--- config.mk ---
export PLATFORM = sky130hd
export DESIGN_NAME = crb_cmd
export DESIGN_NICKNAME = d
export VERILOG_FILES = /design/src/crb_pkg.sv /design/src/crb_baud_if.sv /design/src/crb_baud_gen.sv /design/src/crb_cmd.sv
export SDC_FILE = /design/constraint.sdc
export NUM_CORES = 1
export LEC_CHECK = 0
export CORE_MARGIN = 4
export CORE_UTILIZATION = 50
export CTS_CLUSTER_DIAMETER = 150
export DETAILED_ROUTE_END_ITERATION = 12
export DONT_BUFFER_PORTS = 1
export PLACE_DENSITY_LB_ADDON = 0.05
export SLEW_MARGIN = 10
export SYNTH_ARGS = -nofsm -noshare
export SYNTH_HDL_FRONTEND = slang
export SYNTH_HIERARCHICAL = 1
export SYNTH_SLANG_ARGS = --single-unit
--- constraint.sdc ---
create_clock -name pclk -period 13.1 [get_ports pclk]
set_clock_uncertainty 0.1 [all_clocks]
set_input_delay 0 -clock pclk [delete_from_list [all_inputs] [get_ports pclk]]
set_output_delay 0 -clock pclk [all_outputs]
set_load 0.02 [all_outputs]
--- src/crb_pkg.sv ---
// constants, types and helpers shared by the command interpreter files
`default_nettype none
package crb_pkg;
    // ------------------------------------------------------------
    // framing bytes
    // ------------------------------------------------------------
    localparam logic [7:0] HDR_WORD = 8'hAA;
    localparam logic [7:0] HDR_BAUD = 8'h00;
    localparam logic [7:0] CMD_CONT = 8'h0D;
    localparam logic [7:0] CMD_BAUD = 8'h0A;
    localparam logic [7:0] TERM_WORD = 8'hFF;
    localparam logic [7:0] HDR_CMP = 8'h02;
    localparam logic [7:0] TERM_CMP = 8'h03;
    localparam logic [7:0] PAD_WORD = 8'h00;
    localparam logic [15:0] ACK_SIZE = 16'h0001;
    // ------------------------------------------------------------
    // rate codes
    // ------------------------------------------------------------
    localparam logic [15:0] RATE_1200 = 16'h000C;
    localparam logic [15:0] RATE_4800 = 16'h0030;
    localparam logic [15:0] RATE_9600 = 16'h0060;
    localparam logic [15:0] RATE_19200 = 16'h00C0;
    localparam logic [15:0] RATE_38400 = 16'h0180;
    localparam logic [15:0] RATE_57600 = 16'h0240;
    localparam logic [15:0] RATE_115200 = 16'h0480;
    localparam logic [15:0] RATE_RESET = RATE_9600;
    // ------------------------------------------------------------
    // timing
    // ------------------------------------------------------------
    localparam int unsigned CLK_HZ = 25_000_000;
    localparam int unsigned DUP_UNIT_S = 1;
    localparam int unsigned SEC_CYCLES = DUP_UNIT_S * CLK_HZ;
    localparam logic [15:0] DELAY_MAX_S = 16'h003C;
    // ------------------------------------------------------------
    // register map
    // ------------------------------------------------------------
    localparam logic [11:0] OFF_CTRL = 12'h000;
    localparam logic [11:0] OFF_STATUS = 12'h004;
    localparam logic [11:0] OFF_CFG = 12'h008;
    localparam logic [11:0] OFF_DELAY = 12'h00C;
    localparam logic [11:0] OFF_CKSUM = 12'h010;
    localparam int CTRL_COMPACT_BIT = 0;
    localparam int CTRL_CKSUM_BIT = 1;
    localparam int STAT_CONT_BIT = 0;
    localparam int STAT_ARMED_BIT = 1;
    localparam int STAT_BUSY_BIT = 2;
    localparam int STAT_RATE_LSB = 16;
    localparam logic [1:0] CTRL_RESET = 2'b00;
    localparam logic [7:0] CKSUM_RESET = 8'h00;

    typedef enum logic [1:0] {K_ACK_CONT = 2'b00, K_ACK_BAUD = 2'b01, K_DATA = 2'b10} crb_kind_e;
    typedef enum logic [1:0] {ST_RX = 2'b00, ST_SEND = 2'b01} crb_state_e;

    // cycles per bit for a rate code, zero for an unknown code
    function automatic logic [15:0] rate_div(input logic [15:0] code);
        logic [15:0] d;
        d = 16'h0000;
        case (code)
            RATE_1200: d = 16'(CLK_HZ / 1200);
            RATE_4800: d = 16'(CLK_HZ / 4800);
            RATE_9600: d = 16'(CLK_HZ / 9600);
            RATE_19200: d = 16'(CLK_HZ / 19200);
            RATE_38400: d = 16'(CLK_HZ / 38400);
            RATE_57600: d = 16'(CLK_HZ / 57600);
            RATE_115200: d = 16'(CLK_HZ / 115200);
            default: d = 16'h0000;
        endcase
        return d;
    endfunction : rate_div
endpackage : crb_pkg
`default_nettype wire

--- src/crb_baud_if.sv ---
// bit-rate divisor and tick between interpreter and rate generator
`default_nettype none
interface crb_baud_if;
    logic [15:0] div;
    logic tick;
    modport ctl (output div, input tick);
    modport gen (input div, output tick);
endinterface : crb_baud_if
`default_nettype wire

--- src/crb_baud_gen.sv ---
// bit-rate enable divider
`default_nettype none
module crb_baud_gen
    import crb_pkg::*;
(
    input wire logic pclk,
    input wire logic presetn,
    crb_baud_if.gen bif
);
    logic [15:0] cnt_q;
    logic [15:0] div_q;
    logic tick_q;

    // restart on a divisor change so the first bit at a new rate is full length
    always_ff @(posedge pclk or negedge presetn)
    begin
        if (!presetn)
        begin
            cnt_q <= 16'h0000;
            div_q <= 16'h0000;
            tick_q <= 1'b0;
        end
        else
        begin
            div_q <= bif.div;
            tick_q <= 1'b0;
            if (bif.div != div_q || cnt_q + 16'h0001 >= bif.div)
            begin
                cnt_q <= 16'h0000;
                tick_q <= (bif.div == div_q);
            end
            else
            begin
                cnt_q <= cnt_q + 16'h0001;
            end
        end
    end

    assign bif.tick = tick_q;
endmodule : crb_baud_gen
`default_nettype wire

--- src/crb_cmd.sv ---
// continuous-read and baud-rate command interpreter with apb registers
//
// The address map and register access over APB were left to the implementer.
`default_nettype none
// Operation
// - compact request: header, size, 0D, fields, terminator
// - compact ack: header, size one, echo, checksum
// - word request: AA 0D, three words, FF FF
// - ack first, then data per tag entry
// - word data: echo, 00-padded bytes, FF FF
// - read length zero stops continuous reading
// - word stop answer: echo and terminator only
// - delay counts whole seconds of tag absence
// - read length bytes from start address
// - serial rate resets to 9600
// - accepted rate change switches the port
// - decode seven rate codes
// - baud request: 00 0A, code, FF FF
// - nonzero length enters, zero leaves
// - delay 0..60, zero repeats without suppression
// - other commands run, continuous reading resumes
module crb_cmd
    import crb_pkg::*;
#(
    parameter int unsigned SEC_CYC = SEC_CYCLES
)
(
    input wire logic pclk,
    input wire logic presetn,
    input wire logic [11:0] paddr,
    input wire logic psel,
    input wire logic penable,
    input wire logic pwrite,
    input wire logic [31:0] pwdata,
    output logic [31:0] prdata,
    output logic pready,
    output logic pslverr,
    input wire logic rx_valid,
    input wire logic [7:0] rx_data,
    output logic rx_ready,
    output logic tx_valid,
    output logic [7:0] tx_data,
    input wire logic tx_ready,
    output logic baud_tick,
    output logic [15:0] baud_div,
    input wire logic tag_present,
    output logic tag_rd_start,
    output logic [15:0] tag_rd_addr,
    output logic [15:0] tag_rd_len,
    input wire logic tag_rd_valid,
    input wire logic [7:0] tag_rd_data,
    output logic tag_rd_ready,
    output logic cont_active
);
    // ------------------------------------------------------------
    // declarations
    // ------------------------------------------------------------
    crb_baud_if bif ();
    crb_state_e state_q;
    crb_kind_e kind_q;
    logic [1:0] ctrl_q;
    logic [7:0] cksum_q;
    logic [31:0] prdata_q;
    logic [3:0] idx_q;
    logic is_baud_q;
    logic [47:0] sh_q;
    logic exec_q;
    logic cont_q;
    logic armed_q;
    logic [15:0] addr_q;
    logic [15:0] len_q;
    logic [15:0] dly_q;
    logic [15:0] rate_q;
    logic [17:0] seq_q;
    logic tx_valid_q;
    logic [7:0] tx_data_q;
    logic start_q;
    logic [31:0] sec_cnt_q;
    logic [15:0] abs_s_q;
    logic compact;
    logic rx_take;
    logic [15:0] f_addr;
    logic [15:0] f_len;
    logic [15:0] f_dly;
    logic [3:0] body_end;
    logic acc_cont;
    logic acc_baud;
    logic go_read;
    logic [7:0] nb;
    logic nb_last;
    logic nb_tag;
    logic load;
    logic last_fire;
    logic [17:0] n2;

    assign compact = ctrl_q[CTRL_COMPACT_BIT];
    assign rx_ready = (state_q == ST_RX) && !exec_q;
    assign rx_take = rx_valid && rx_ready;
    assign body_end = is_baud_q ? 4'd4 : 4'd8;

    // ------------------------------------------------------------
    // request parser
    // ------------------------------------------------------------
    // a bad byte drops the frame; the host resends after its own timeout
    always_ff @(posedge pclk or negedge presetn)
    begin
        if (!presetn)
        begin
            idx_q <= 4'd0;
            is_baud_q <= 1'b0;
            sh_q <= 48'h0000_0000_0000;
            exec_q <= 1'b0;
        end
        else
        begin
            exec_q <= 1'b0;
            if (rx_take && compact)
            begin
                if (idx_q < 4'd2)
                    idx_q <= (rx_data == HDR_CMP) ? idx_q + 4'd1 : 4'd0;
                else if (idx_q < 4'd4)
                    idx_q <= idx_q + 4'd1;
                else if (idx_q == 4'd4)
                begin
                    idx_q <= (rx_data == CMD_CONT) ? 4'd5 : 4'd0;
                    is_baud_q <= 1'b0;
                end
                else if (idx_q < 4'd10)
                begin
                    sh_q <= {sh_q[39:0], rx_data};
                    idx_q <= idx_q + 4'd1;
                end
                else if (idx_q == 4'd10 && ctrl_q[CTRL_CKSUM_BIT])
                    idx_q <= 4'd11;
                else
                begin
                    idx_q <= 4'd0;
                    exec_q <= (rx_data == TERM_CMP);
                end
            end
            else if (rx_take)
            begin
                if (idx_q == 4'd0)
                begin
                    idx_q <= (rx_data == HDR_WORD || rx_data == HDR_BAUD) ? 4'd1 : 4'd0;
                    is_baud_q <= (rx_data == HDR_BAUD);
                end
                else if (idx_q == 4'd1)
                    idx_q <= (rx_data == (is_baud_q ? CMD_BAUD : CMD_CONT)) ? 4'd2 : 4'd0;
                else if (idx_q < body_end)
                begin
                    sh_q <= {sh_q[39:0], rx_data};
                    idx_q <= idx_q + 4'd1;
                end
                else if (idx_q == body_end)
                    idx_q <= (rx_data == TERM_WORD) ? idx_q + 4'd1 : 4'd0;
                else
                begin
                    idx_q <= 4'd0;
                    exec_q <= (rx_data == TERM_WORD);
                end
            end
        end
    end

    // fields, most significant byte first
    assign f_addr = compact ? sh_q[39:24] : sh_q[47:32];
    assign f_len = compact ? sh_q[23:8] : sh_q[31:16];
    assign f_dly = compact ? {8'h00, sh_q[7:0]} : sh_q[15:0];
    assign acc_baud = exec_q && is_baud_q && (rate_div(sh_q[15:0]) != 16'h0000);
    assign acc_cont = exec_q && !is_baud_q && (f_dly <= DELAY_MAX_S);
    assign go_read = (state_q == ST_RX) && !exec_q && cont_q && armed_q && tag_present;

    // ------------------------------------------------------------
    // continuous-read mode and duplicate suppression
    // ------------------------------------------------------------
    always_ff @(posedge pclk or negedge presetn)
    begin
        if (!presetn)
        begin
            cont_q <= 1'b0;
            addr_q <= 16'h0000;
            len_q <= 16'h0000;
            dly_q <= 16'h0000;
        end
        else if (acc_cont)
        begin
            cont_q <= (f_len != 16'h0000);
            addr_q <= f_addr;
            len_q <= f_len;
            dly_q <= f_dly;
        end
    end

    // absence time in whole seconds, saturating above the largest delay
    always_ff @(posedge pclk or negedge presetn)
    begin
        if (!presetn)
        begin
            sec_cnt_q <= 32'h0000_0000;
            abs_s_q <= 16'h0000;
        end
        else if (tag_present)
        begin
            sec_cnt_q <= 32'h0000_0000;
            abs_s_q <= 16'h0000;
        end
        else if (sec_cnt_q + 32'h0000_0001 >= 32'(SEC_CYC))
        begin
            sec_cnt_q <= 32'h0000_0000;
            if (abs_s_q <= DELAY_MAX_S)
                abs_s_q <= abs_s_q + 16'h0001;
        end
        else
            sec_cnt_q <= sec_cnt_q + 32'h0000_0001;
    end

    // delay zero re-arms at once, so a resting tag is reported again and again
    always_ff @(posedge pclk or negedge presetn)
    begin
        if (!presetn)
            armed_q <= 1'b0;
        else if (acc_cont)
            armed_q <= 1'b1;
        else if (go_read)
            armed_q <= 1'b0;
        else if (cont_q && (dly_q == 16'h0000 || (!tag_present && abs_s_q >= dly_q)))
            armed_q <= 1'b1;
    end

    // ------------------------------------------------------------
    // sequencer
    // ------------------------------------------------------------
    // commands are served between tag reports; the mode itself is kept
    always_ff @(posedge pclk or negedge presetn)
    begin
        if (!presetn)
        begin
            state_q <= ST_RX;
            kind_q <= K_ACK_CONT;
            start_q <= 1'b0;
        end
        else
        begin
            start_q <= 1'b0;
            case (state_q)
                ST_RX:
                begin
                    if (acc_baud || acc_cont)
                    begin
                        kind_q <= acc_baud ? K_ACK_BAUD : K_ACK_CONT;
                        state_q <= ST_SEND;
                    end
                    else if (go_read)
                    begin
                        kind_q <= K_DATA;
                        start_q <= 1'b1;
                        state_q <= ST_SEND;
                    end
                end
                ST_SEND:
                begin
                    if (last_fire)
                        state_q <= ST_RX;
                end
                default: state_q <= ST_RX;
            endcase
        end
    end

    assign tag_rd_start = start_q;
    assign tag_rd_addr = addr_q;
    assign tag_rd_len = len_q;

    // ------------------------------------------------------------
    // response bytes
    // ------------------------------------------------------------
    assign n2 = {1'b0, len_q, 1'b0};
    always_comb
    begin
        nb = TERM_WORD;
        nb_last = 1'b0;
        nb_tag = 1'b0;
        if (kind_q == K_DATA && compact)
        begin
            if (seq_q < 18'd2)
                nb = HDR_CMP;
            else if (seq_q == 18'd2)
                nb = 8'(({2'b00, len_q} + 18'd1) >> 8);
            else if (seq_q == 18'd3)
                nb = 8'({2'b00, len_q} + 18'd1);
            else if (seq_q == 18'd4)
                nb = CMD_CONT;
            else if (seq_q < 18'd5 + {2'b00, len_q})
            begin
                nb = tag_rd_data;
                nb_tag = 1'b1;
            end
            else if (seq_q == 18'd5 + {2'b00, len_q})
                nb = cksum_q;
            else
            begin
                nb = TERM_CMP;
                nb_last = 1'b1;
            end
        end
        else if (compact)
        begin
            case (seq_q[2:0])
                3'd0, 3'd1: nb = HDR_CMP;
                3'd2: nb = ACK_SIZE[15:8];
                3'd3: nb = ACK_SIZE[7:0];
                3'd4: nb = CMD_CONT;
                3'd5: nb = cksum_q;
                default:
                begin
                    nb = TERM_CMP;
                    nb_last = 1'b1;
                end
            endcase
        end
        else if (seq_q == 18'd0)
            nb = (kind_q == K_ACK_BAUD) ? HDR_BAUD : HDR_WORD;
        else if (seq_q == 18'd1)
            nb = (kind_q == K_ACK_BAUD) ? CMD_BAUD : CMD_CONT;
        else if (kind_q == K_DATA && seq_q < 18'd2 + n2)
        begin
            nb = seq_q[0] ? tag_rd_data : PAD_WORD;
            nb_tag = seq_q[0];
        end
        else
        begin
            nb = TERM_WORD;
            nb_last = (kind_q == K_DATA) ? (seq_q == 18'd3 + n2) : (seq_q == 18'd3);
        end
    end

    assign load = (state_q == ST_SEND) && !start_q && (!tx_valid_q || tx_ready) && (!nb_tag || tag_rd_valid);
    assign last_fire = load && nb_last;
    assign tag_rd_ready = load && nb_tag;

    always_ff @(posedge pclk or negedge presetn)
    begin
        if (!presetn)
        begin
            seq_q <= 18'd0;
            tx_valid_q <= 1'b0;
            tx_data_q <= 8'h00;
        end
        else
        begin
            if (tx_valid_q && tx_ready)
                tx_valid_q <= 1'b0;
            if (load)
            begin
                tx_valid_q <= 1'b1;
                tx_data_q <= nb;
                seq_q <= nb_last ? 18'd0 : seq_q + 18'd1;
            end
        end
    end

    assign tx_valid = tx_valid_q;
    assign tx_data = tx_data_q;

    // ------------------------------------------------------------
    // serial rate
    // ------------------------------------------------------------
    // switches when the last ack byte is handed over; the uart must finish it at the old rate
    always_ff @(posedge pclk or negedge presetn)
    begin
        if (!presetn)
            rate_q <= RATE_RESET;
        else if (last_fire && kind_q == K_ACK_BAUD)
            rate_q <= sh_q[15:0];
    end

    assign bif.div = rate_div(rate_q);
    assign baud_div = bif.div;
    assign baud_tick = bif.tick;
    assign cont_active = cont_q;

    crb_baud_gen u_baud (
        .pclk(pclk),
        .presetn(presetn),
        .bif(bif)
    );

    // ------------------------------------------------------------
    // apb registers
    // ------------------------------------------------------------
    always_ff @(posedge pclk or negedge presetn)
    begin
        if (!presetn)
        begin
            ctrl_q <= CTRL_RESET;
            cksum_q <= CKSUM_RESET;
        end
        else if (psel && penable && pwrite && paddr == OFF_CTRL)
            ctrl_q <= pwdata[1:0];
        else if (psel && penable && pwrite && paddr == OFF_CKSUM)
            cksum_q <= pwdata[7:0];
    end

    // read data captured in the setup phase so the access phase needs no wait
    always_ff @(posedge pclk or negedge presetn)
    begin
        if (!presetn)
            prdata_q <= 32'h0000_0000;
        else if (psel && !penable)
        begin
            case (paddr)
                OFF_CTRL: prdata_q <= {30'h0000_0000, ctrl_q};
                OFF_STATUS: prdata_q <= {rate_q, 13'h0000, state_q != ST_RX, armed_q, cont_q};
                OFF_CFG: prdata_q <= {len_q, addr_q};
                OFF_DELAY: prdata_q <= {16'h0000, dly_q};
                OFF_CKSUM: prdata_q <= {24'h00_0000, cksum_q};
                default: prdata_q <= 32'h0000_0000;
            endcase
        end
    end

    assign prdata = prdata_q;
    assign pready = 1'b1;
    assign pslverr = psel && penable && paddr != OFF_CTRL && paddr != OFF_STATUS && paddr != OFF_CFG
        && paddr != OFF_DELAY && paddr != OFF_CKSUM;
endmodule : crb_cmd
`default_nettype wire

# ---- After elaboration in Yosys (flattened, before gate mapping)
# Cells that the tools add are included.
dict set report word_totals {
  out_inout_bits 96
  word_cells 286
  regBits 274
}
dict set report classes {
  n_lt_le_gt_ge 12
  n_addsub 9
  bitwise 1
  eq_ne 57
  muxes 111
  n_reduce_logical 72
}
# operator n
set op_table {}
lappend op_table {{2-to-1 mux 48 bit} 9}
lappend op_table {{case mux 15 bit (7 select lines)} 2}
lappend op_table {{case mux 32 bit (5 select lines)} 1}
lappend op_table {{2-to-1 mux 16 bit} 7}
lappend op_table {{2-to-1 mux 8 bit} 13}
lappend op_table {{2-to-1 mux 32 bit} 2}
lappend op_table {{2-to-1 mux 4 bit} 14}
lappend op_table {{2-to-1 mux 1 bit} 51}
lappend op_table {{adder 16 x 1 -> 16 bit, second input constant} 3}
lappend op_table {{case mux 8 bit (5 select lines)} 1}
lappend op_table {{adder 2 x 17 -> 18 bit, first input constant} 2}
lappend op_table {{equality test 18 x 2 -> 1 bit, second input constant} 2}
lappend op_table {{less-than comparator 18 bit} 2}
lappend op_table {{adder 32 x 1 -> 32 bit, second input constant} 1}
lappend op_table {{equality test 16 x 10 -> 1 bit, second input constant} 2}
lappend op_table {{equality test 16 x 11 -> 1 bit, second input constant} 2}
lappend op_table {{equality test 16 x 4 -> 1 bit, second input constant} 2}
lappend op_table {{equality test 16 x 6 -> 1 bit, second input constant} 2}
lappend op_table {{equality test 16 x 7 -> 1 bit, second input constant} 2}
lappend op_table {{equality test 16 x 8 -> 1 bit, second input constant} 2}
lappend op_table {{equality test 16 x 9 -> 1 bit, second input constant} 2}
lappend op_table {{greater-or-equal comparator 32 x 25 -> 1 bit, second input constant} 1}
lappend op_table {{less-or-equal comparator 16 x 6 -> 1 bit, second input constant} 2}
lappend op_table {{logical AND 1 bit} 32}
lappend op_table {{61 further kinds} 103}

# ---- Logic depth before layout (Yosys ltp)
dict set report logic_depth {
  ltp_word 14
  ltp_mapped 19
  ltp_nobuf 15
}

# ---- Cells and area by module
# The synthesis kept the hierarchy.
# mod seq_area_each_um2 area_each_um2 instances cells_each
set modules_own_cells {}
lappend modules_own_cells {crb_cmd 6033.3 14300.0 1 1516}
lappend modules_own_cells {crb_baud_gen 825.8 1849.3 1 164}

# ---- Least setup slack after synthesis
# No wires, ideal clock.
dict set report synth_path {
  path_type {register -> register}
  startpoint {reg len_q[2], in the netlist tag_rd_len[2]}
  endpoint {reg rate_q[11]}
  required_ns 12.875
  setup_slack_ns 8.834
  t_arrival_ns 4.041
  setup_time_ns 0.125
  synth_period_minus_slack_ns 4.266
  stages_incl_launch_ff 19
  cell_sequence {dfrtp_1 > clkbuf_1 > a21oi_1 > nor2_1 > nand3_1 > nor3_1 > and2_1 > xnor2_1 > ha_1 > nand2_1 > or4_1 > or4_4 > nand3_2 > a32oi_2 > and2_1 > buf_6 > nand3_4 > buf_8 > mux2_2}
}
dict set report synth_between {
  elab_chain_cells 13
  elab_cells_between_ends 35
}
# element line
set synth_rtl {}
lappend synth_rtl {{start: declaration} crb_cmd.sv:71} ;# logic [15:0] len_q;
lappend synth_rtl {{start signal: assignment} crb_cmd.sv:190} ;# len_q <= f_len;
lappend synth_rtl {{adder 3 x 16 -> 17 bit / adder 2 x 17 -> 18 bit (equally long branches)} {crb_cmd.sv:294, crb_cmd.sv:299, crb_cmd.sv:326}}
lappend synth_rtl {{less-than comparator 18 bit, on equally long branches} {crb_cmd.sv:294, crb_cmd.sv:326}}
lappend synth_rtl {{2-to-1 mux 1 bit / logical AND 1 bit (equally long branches)} {crb_cmd.sv:294, crb_cmd.sv:326}}
lappend synth_rtl {{2-to-1 mux 1 bit, on equally long branches} {crb_cmd.sv:292, crb_cmd.sv:326}}
lappend synth_rtl {{2-to-1 mux 1 bit, on equally long branches} {crb_cmd.sv:290, crb_cmd.sv:324}}
lappend synth_rtl {{2-to-1 mux 1 bit, on equally long branches} {crb_cmd.sv:288, crb_cmd.sv:322}}
lappend synth_rtl {{2-to-1 mux 1 bit, on equally long branches} {crb_cmd.sv:286, crb_cmd.sv:307}}
lappend synth_rtl {{2-to-1 mux 1 bit} crb_cmd.sv:284} ;# if (kind_q == K_DATA && compact)
lappend synth_rtl {{zero test 1 bit} crb_cmd.sv:338} ;# assign load = (state_q == ST_SEND) && !start_q && (!tx_valid_q || tx_ready) && (!nb_tag || tag_rd_valid);
lappend synth_rtl {{logical OR 1 bit} crb_cmd.sv:338}
lappend synth_rtl {{logical AND 1 bit} crb_cmd.sv:338}
lappend synth_rtl {{logical AND 1 bit (*)} crb_cmd.sv:339} ;# assign last_fire = load && nb_last;
lappend synth_rtl {{logical AND 1 bit (*)} crb_cmd.sv:374} ;# else if (last_fire && kind_q == K_ACK_BAUD)
lappend synth_rtl {{end signal: assignment} crb_cmd.sv:375} ;# rate_q <= sh_q[15:0];
lappend synth_rtl {{end: declaration} crb_cmd.sv:73} ;# logic [15:0] rate_q;
# Every way passes the cells marked *; elsewhere a longest branch is shown, timed or not.
# A chain may end at the register's enable or synchronous reset.

# ---- Worst setup path in the final report
dict set report layout_path {
  startpoint {reg len_q[0], in the netlist tag_rd_len[0]}
  endpoint {reg tx_valid_q, in the netlist tx_valid}
}
dict set report layout_between {
  elab_chain_cells 12
  elab_cells_between_ends 20
}
# element line
set layout_rtl {}
lappend layout_rtl {{adder 3 x 16 -> 17 bit / adder 2 x 17 -> 18 bit (equally long branches)} {crb_cmd.sv:294, crb_cmd.sv:326}}
lappend layout_rtl {{less-than comparator 18 bit, on equally long branches} {crb_cmd.sv:294, crb_cmd.sv:326}}
lappend layout_rtl {{2-to-1 mux 1 bit / logical AND 1 bit (equally long branches)} {crb_cmd.sv:294, crb_cmd.sv:326}}
lappend layout_rtl {{2-to-1 mux 1 bit, on equally long branches} {crb_cmd.sv:292, crb_cmd.sv:326}}
lappend layout_rtl {{2-to-1 mux 1 bit, on equally long branches} {crb_cmd.sv:290, crb_cmd.sv:324}}
lappend layout_rtl {{2-to-1 mux 1 bit, on equally long branches} {crb_cmd.sv:288, crb_cmd.sv:322}}
lappend layout_rtl {{2-to-1 mux 1 bit, on equally long branches} {crb_cmd.sv:286, crb_cmd.sv:307}}
lappend layout_rtl {{2-to-1 mux 1 bit (*)} crb_cmd.sv:284}
lappend layout_rtl {{zero test 1 bit (*)} crb_cmd.sv:338}
lappend layout_rtl {{logical OR 1 bit (*)} crb_cmd.sv:338}
lappend layout_rtl {{logical AND 1 bit (*)} crb_cmd.sv:338}
lappend layout_rtl {{2-to-1 mux 1 bit / nonzero test 2 bit (equally long branches)} --}
lappend layout_rtl {{end signal: assignment} crb_cmd.sv:347} ;# tx_valid_q <= 1'b0;
lappend layout_rtl {{end signal: assignment} crb_cmd.sv:353} ;# tx_valid_q <= 1'b0;
lappend layout_rtl {{end signal: assignment} crb_cmd.sv:356} ;# tx_valid_q <= 1'b1;
lappend layout_rtl {{end: declaration} crb_cmd.sv:75} ;# logic tx_valid_q;
# Marked as above.

==> impl_metrics.env <==
export IMPL_outcome="finished with violations"
export IMPL_violations="hold timing"
export IMPL_synth_top_family_by_area="simple AND/OR/NAND/NOR gates"
export IMPL_final_nets=1853
export IMPL_hold_viol_final=28
export IMPL_maxCapViolCount=0
export IMPL_routedWlPerCell_microns=21.47
export IMPL_min_path_type="in2async"
export IMPL_multiInputGateArea_sq_mm=0.008727
export IMPL_io_pins=165
export IMPL_fin_setup_tns_ns=0
export IMPL_insertion_delay_ns=0.57
export IMPL_critPathLaunch="tag_rd_len[0]$_DFFE_PN0P_"
export IMPL_synth_edf_count=0
export IMPL_worst_ep_required_time_ns=13.45
export IMPL_fillerInstances=2840
export IMPL_powerDensity_mw_per_mm2=148.7
export IMPL_synth_xor_area_share_pct=4.501
export IMPL_grt_pass1_wl_microns=73500
export IMPL_start_kind="flip-flop"
export IMPL_post_place_ws_ns=7.969
export IMPL_routabilityCongestion=0.9196
export IMPL_synth_compound_area_share_pct=14.09
export IMPL_max_freq_mhz=187.1
export IMPL_seq_area_sq_mm=0.006860
export IMPL_synth_ff_type="dfrtp_1"
export IMPL_fin_hold_ws_ns=-0.03013
export IMPL_die_area_sq_mm=0.03524
export IMPL_synth_distinct_cells=98
export IMPL_period_minus_slack_ns=5.344
export IMPL_routed_wl_microns=45600
export IMPL_grt_max_degree=275
export IMPL_crit_chain="a21oi_1 -> nor2_1 -> nand3_1 -> nor3_1 -> and2_1 -> xnor2_1 -> ha_1 -> nand2_1 -> or4_1 -> nor2_1 -> a2111o_1 -> or2_1 -> o31ai_2 -> dlygate4sd3_1 -> nand2_1 -> dlygate4sd3_1"
export IMPL_fin_crit_sh_pct=40.79
export IMPL_seq_area_frac_synth_pct=42.47
export IMPL_path_clk_slew_ns=0.06
export IMPL_synthAdderAreaFrac_pct=6.570
export IMPL_synthMuxAreaShare_pct=9.104
export IMPL_cp_num_cells=16
export IMPL_core_area_sq_mm=0.03172
export IMPL_antenna_found_initial=1
export IMPL_leakagePower_nw=8.075
export IMPL_port_buffers=0
export IMPL_ant_nets=0
export IMPL_dp_hpwl_microns=32460
export IMPL_endpoint_kind="flip-flop"
export IMPL_path_delay_family="simple AND/OR/NAND/NOR gates"
export IMPL_htree_levels=1
export IMPL_syn_area_sq_mm=0.01615
export IMPL_cts_max_path_buffers=3
export IMPL_synth_warnings=6
export IMPL_synth_simple_area_share_pct=19.25
export IMPL_r2r_slack_ns=7.76
export IMPL_drt_first_pass_iters=5
export IMPL_crit_arrival_ns=5.70
export IMPL_viasPerCell=6.151
export IMPL_drtIter0Drc=925
export IMPL_drive_gt1_share_pct=11.04
export IMPL_cp_slowest_stage_delay_ns=0.71
export IMPL_critical_path_max_fanout=11
export IMPL_path_buf_inv=2
export IMPL_drc=0
export IMPL_die_x_microns=187.7
export IMPL_cts_root_buf="clkbuf_16"
export IMPL_die_h_microns=187.7
export IMPL_slew_viol_final=0
export IMPL_row_count=65
export IMPL_tightest_slew_ns=1.162
export IMPL_reg2regPathDepth=16
export IMPL_avgSynthCellArea_sq_um=9.613
export IMPL_peakVddDrop_mv=0.1163
export IMPL_num_vias=13060
export IMPL_tritoncts="built"
export IMPL_start_util_pct=50.92
export IMPL_synth_cells=1680
export IMPL_setup_ws_ns=7.756
export IMPL_finalSetupViolations=0
export IMPL_r2r_start="tag_rd_len[0]$_DFFE_PN0P_"
export IMPL_cp_slowest_cell="dfrtp_1"
export IMPL_cts_setup_buffers=0
export IMPL_rsz0062_at_grt="no"
export IMPL_cts_sinks=274
export IMPL_crit_path_end="tx_valid$_DFFE_PN0P_"
export IMPL_critical_path_class="reg2reg"
export IMPL_overflow=0
export IMPL_grt_usage_pct=25.47
export IMPL_yosys_register_bits=274
export IMPL_cts_buffers_inserted=31
export IMPL_maxSlewHeadroom_pct=22.18
export IMPL_grt_pass1_vias=12680
export IMPL_r2r_end="tx_valid$_DFFE_PN0P_"
export IMPL_synthArstFlopShare_pct=100.0
export IMPL_area_growth_pct=10.99
[Yosys cell counts, types with 33 or more instances]
| master | count | area, sq um |
|---|---|---|
| a21oi_1 | 106 | 530.5 |
| clkbuf_1 | 57 | 214.0 |
| dfrtp_1 | 272 | 6807 |
| ha_1 | 84 | 1051 |
| inv_1 | 69 | 259.0 |
| mux2_2 | 81 | 912.1 |
| mux2i_1 | 52 | 520.5 |
| nand2_1 | 125 | 469.2 |
| nand3_1 | 61 | 305.3 |
| nand4_1 | 41 | 256.5 |
| nor2_1 | 158 | 593.1 |
| nor3_1 | 37 | 185.2 |
| o21ai_0 | 90 | 450.4 |
| xnor2_1 | 33 | 289.0 |
| xor2_1 | 50 | 437.9 |
[area by class of cell]
cell class	instances	area share (%)
sequential	274	38.28
inverter	69	1.445
clock buffer	44	4.991
clock inverter	10	0.4538
antenna	1	0.01396
multi-input combinational	1266	48.69
tap	402	2.806
timing repair buffer	58	3.323
[cell usage in the layout, fill, tap and decap left out, types with 18 or more instances in the layout]
| master | n |
|---|---|
| clkbuf_16 | 31 |
| dlygate4sd3_1 | 43 |
| nand2_1 | 125 |
| nand4_1 | 41 |
| a21oi_1 | 106 |
| nor4_1 | 32 |
| mux2_2 | 81 |
| nor2_1 | 158 |
| mux2i_1 | 52 |
| a21o_1 | 18 |
| xnor2_1 | 33 |
| nand3_1 | 61 |
| xor2_1 | 50 |
| o21ai_0 | 90 |
| ha_1 | 84 |
| dfrtp_1 | 271 |
| nor3_1 | 36 |
| and3_1 | 19 |
| inv_1 | 69 |
| nor2b_1 | 18 |
[metrics by stage]
| step | instance area (sq um) | util (%) | instances | total power [W] |
|---|---|---|---|---|
| after CTS | 17890 | 56.41 | 2122 | 0.002683 |
| final | 17920 | 56.51 | 2124 | 0.002665 |
| after global routing | 17920 | 56.51 | 2124 | 0.002820 |
| after global placement | 16440 | 51.83 | 2023 | 0.001787 |
| after detailed placement | 16440 | 51.83 | 2023 | 0.001801 |
| after floorplan | 16200 | - | 1694 | 0.001615 |
[where the power goes]
part / switching, W / internal [W] / leakage [nW]
clock: 0.000357 / 0.000475 / 0.478
sequential: 0.000222 / 0.000965 / 3.68
combinational: 0.000355 / 0.000290 / 3.92
total: 0.000934 / 0.00173 / 8.07
[metal layers]
| metal | vias up | share of wire (%) | wire [microns] | track usage [%] |
|---|---|---|---|---|
| li1 | 6119 | - | - | - |
| met1 | 6492 | 45 | 20460 | 36.16 |
| met2 | 385 | 45 | 20690 | 39.60 |
| met3 | 68 | 7.2 | 3300 | 6.124 |
| met4 | 0 | 2.5 | 1136 | 6.352 |
| met5 | - | 0 | 0 | 0.1374 |
[timing repair]
action                                 CTS  global route
gates resized for setup                  0             0
hold buffers                            45             0
endpoints found under the hold margin  372             0
[sequential cells by signal, summed over array words and instances, names as in the netlist, 18 cells and up]
register   count
sec_cnt_q     32
seq_q         18
prdata        32
sh_q          48
[cells by family (layout without fill, tap and decap cells)]
logic type | count (synthesis) | after routing
xor+xnor | 83 | 83
other cells | 2 | 17
fa+ha+maj | 85 | 85
compound gates | 352 | 352
buf+inv | 154 | 181
mux | 136 | 136
flops | 274 | 274
simple gates | 594 | 594
[worst min-delay path by stage]
stage | startpoint | to | slack [ns]
final | presetn | seq_q[16]$_DFFE_PN0N_ | -0.03
after global routing | pwdata[4] | cksum_q[4]$_DFFE_PN0P_ | 0.004
after CTS | paddr[5] | prdata[22]$_DFFE_PN0P_ | 0.0004
after detailed placement | presetn | seq_q[2]$_DFFE_PN0N_ | -0.38
after global placement | presetn | seq_q[0]$_DFFE_PN0N_ | -0.39
after floorplan | presetn | abs_s_q[0]$_DFFE_PN0P_ | -0.40
No activity file was read; power rests on OpenSTA's default activity.
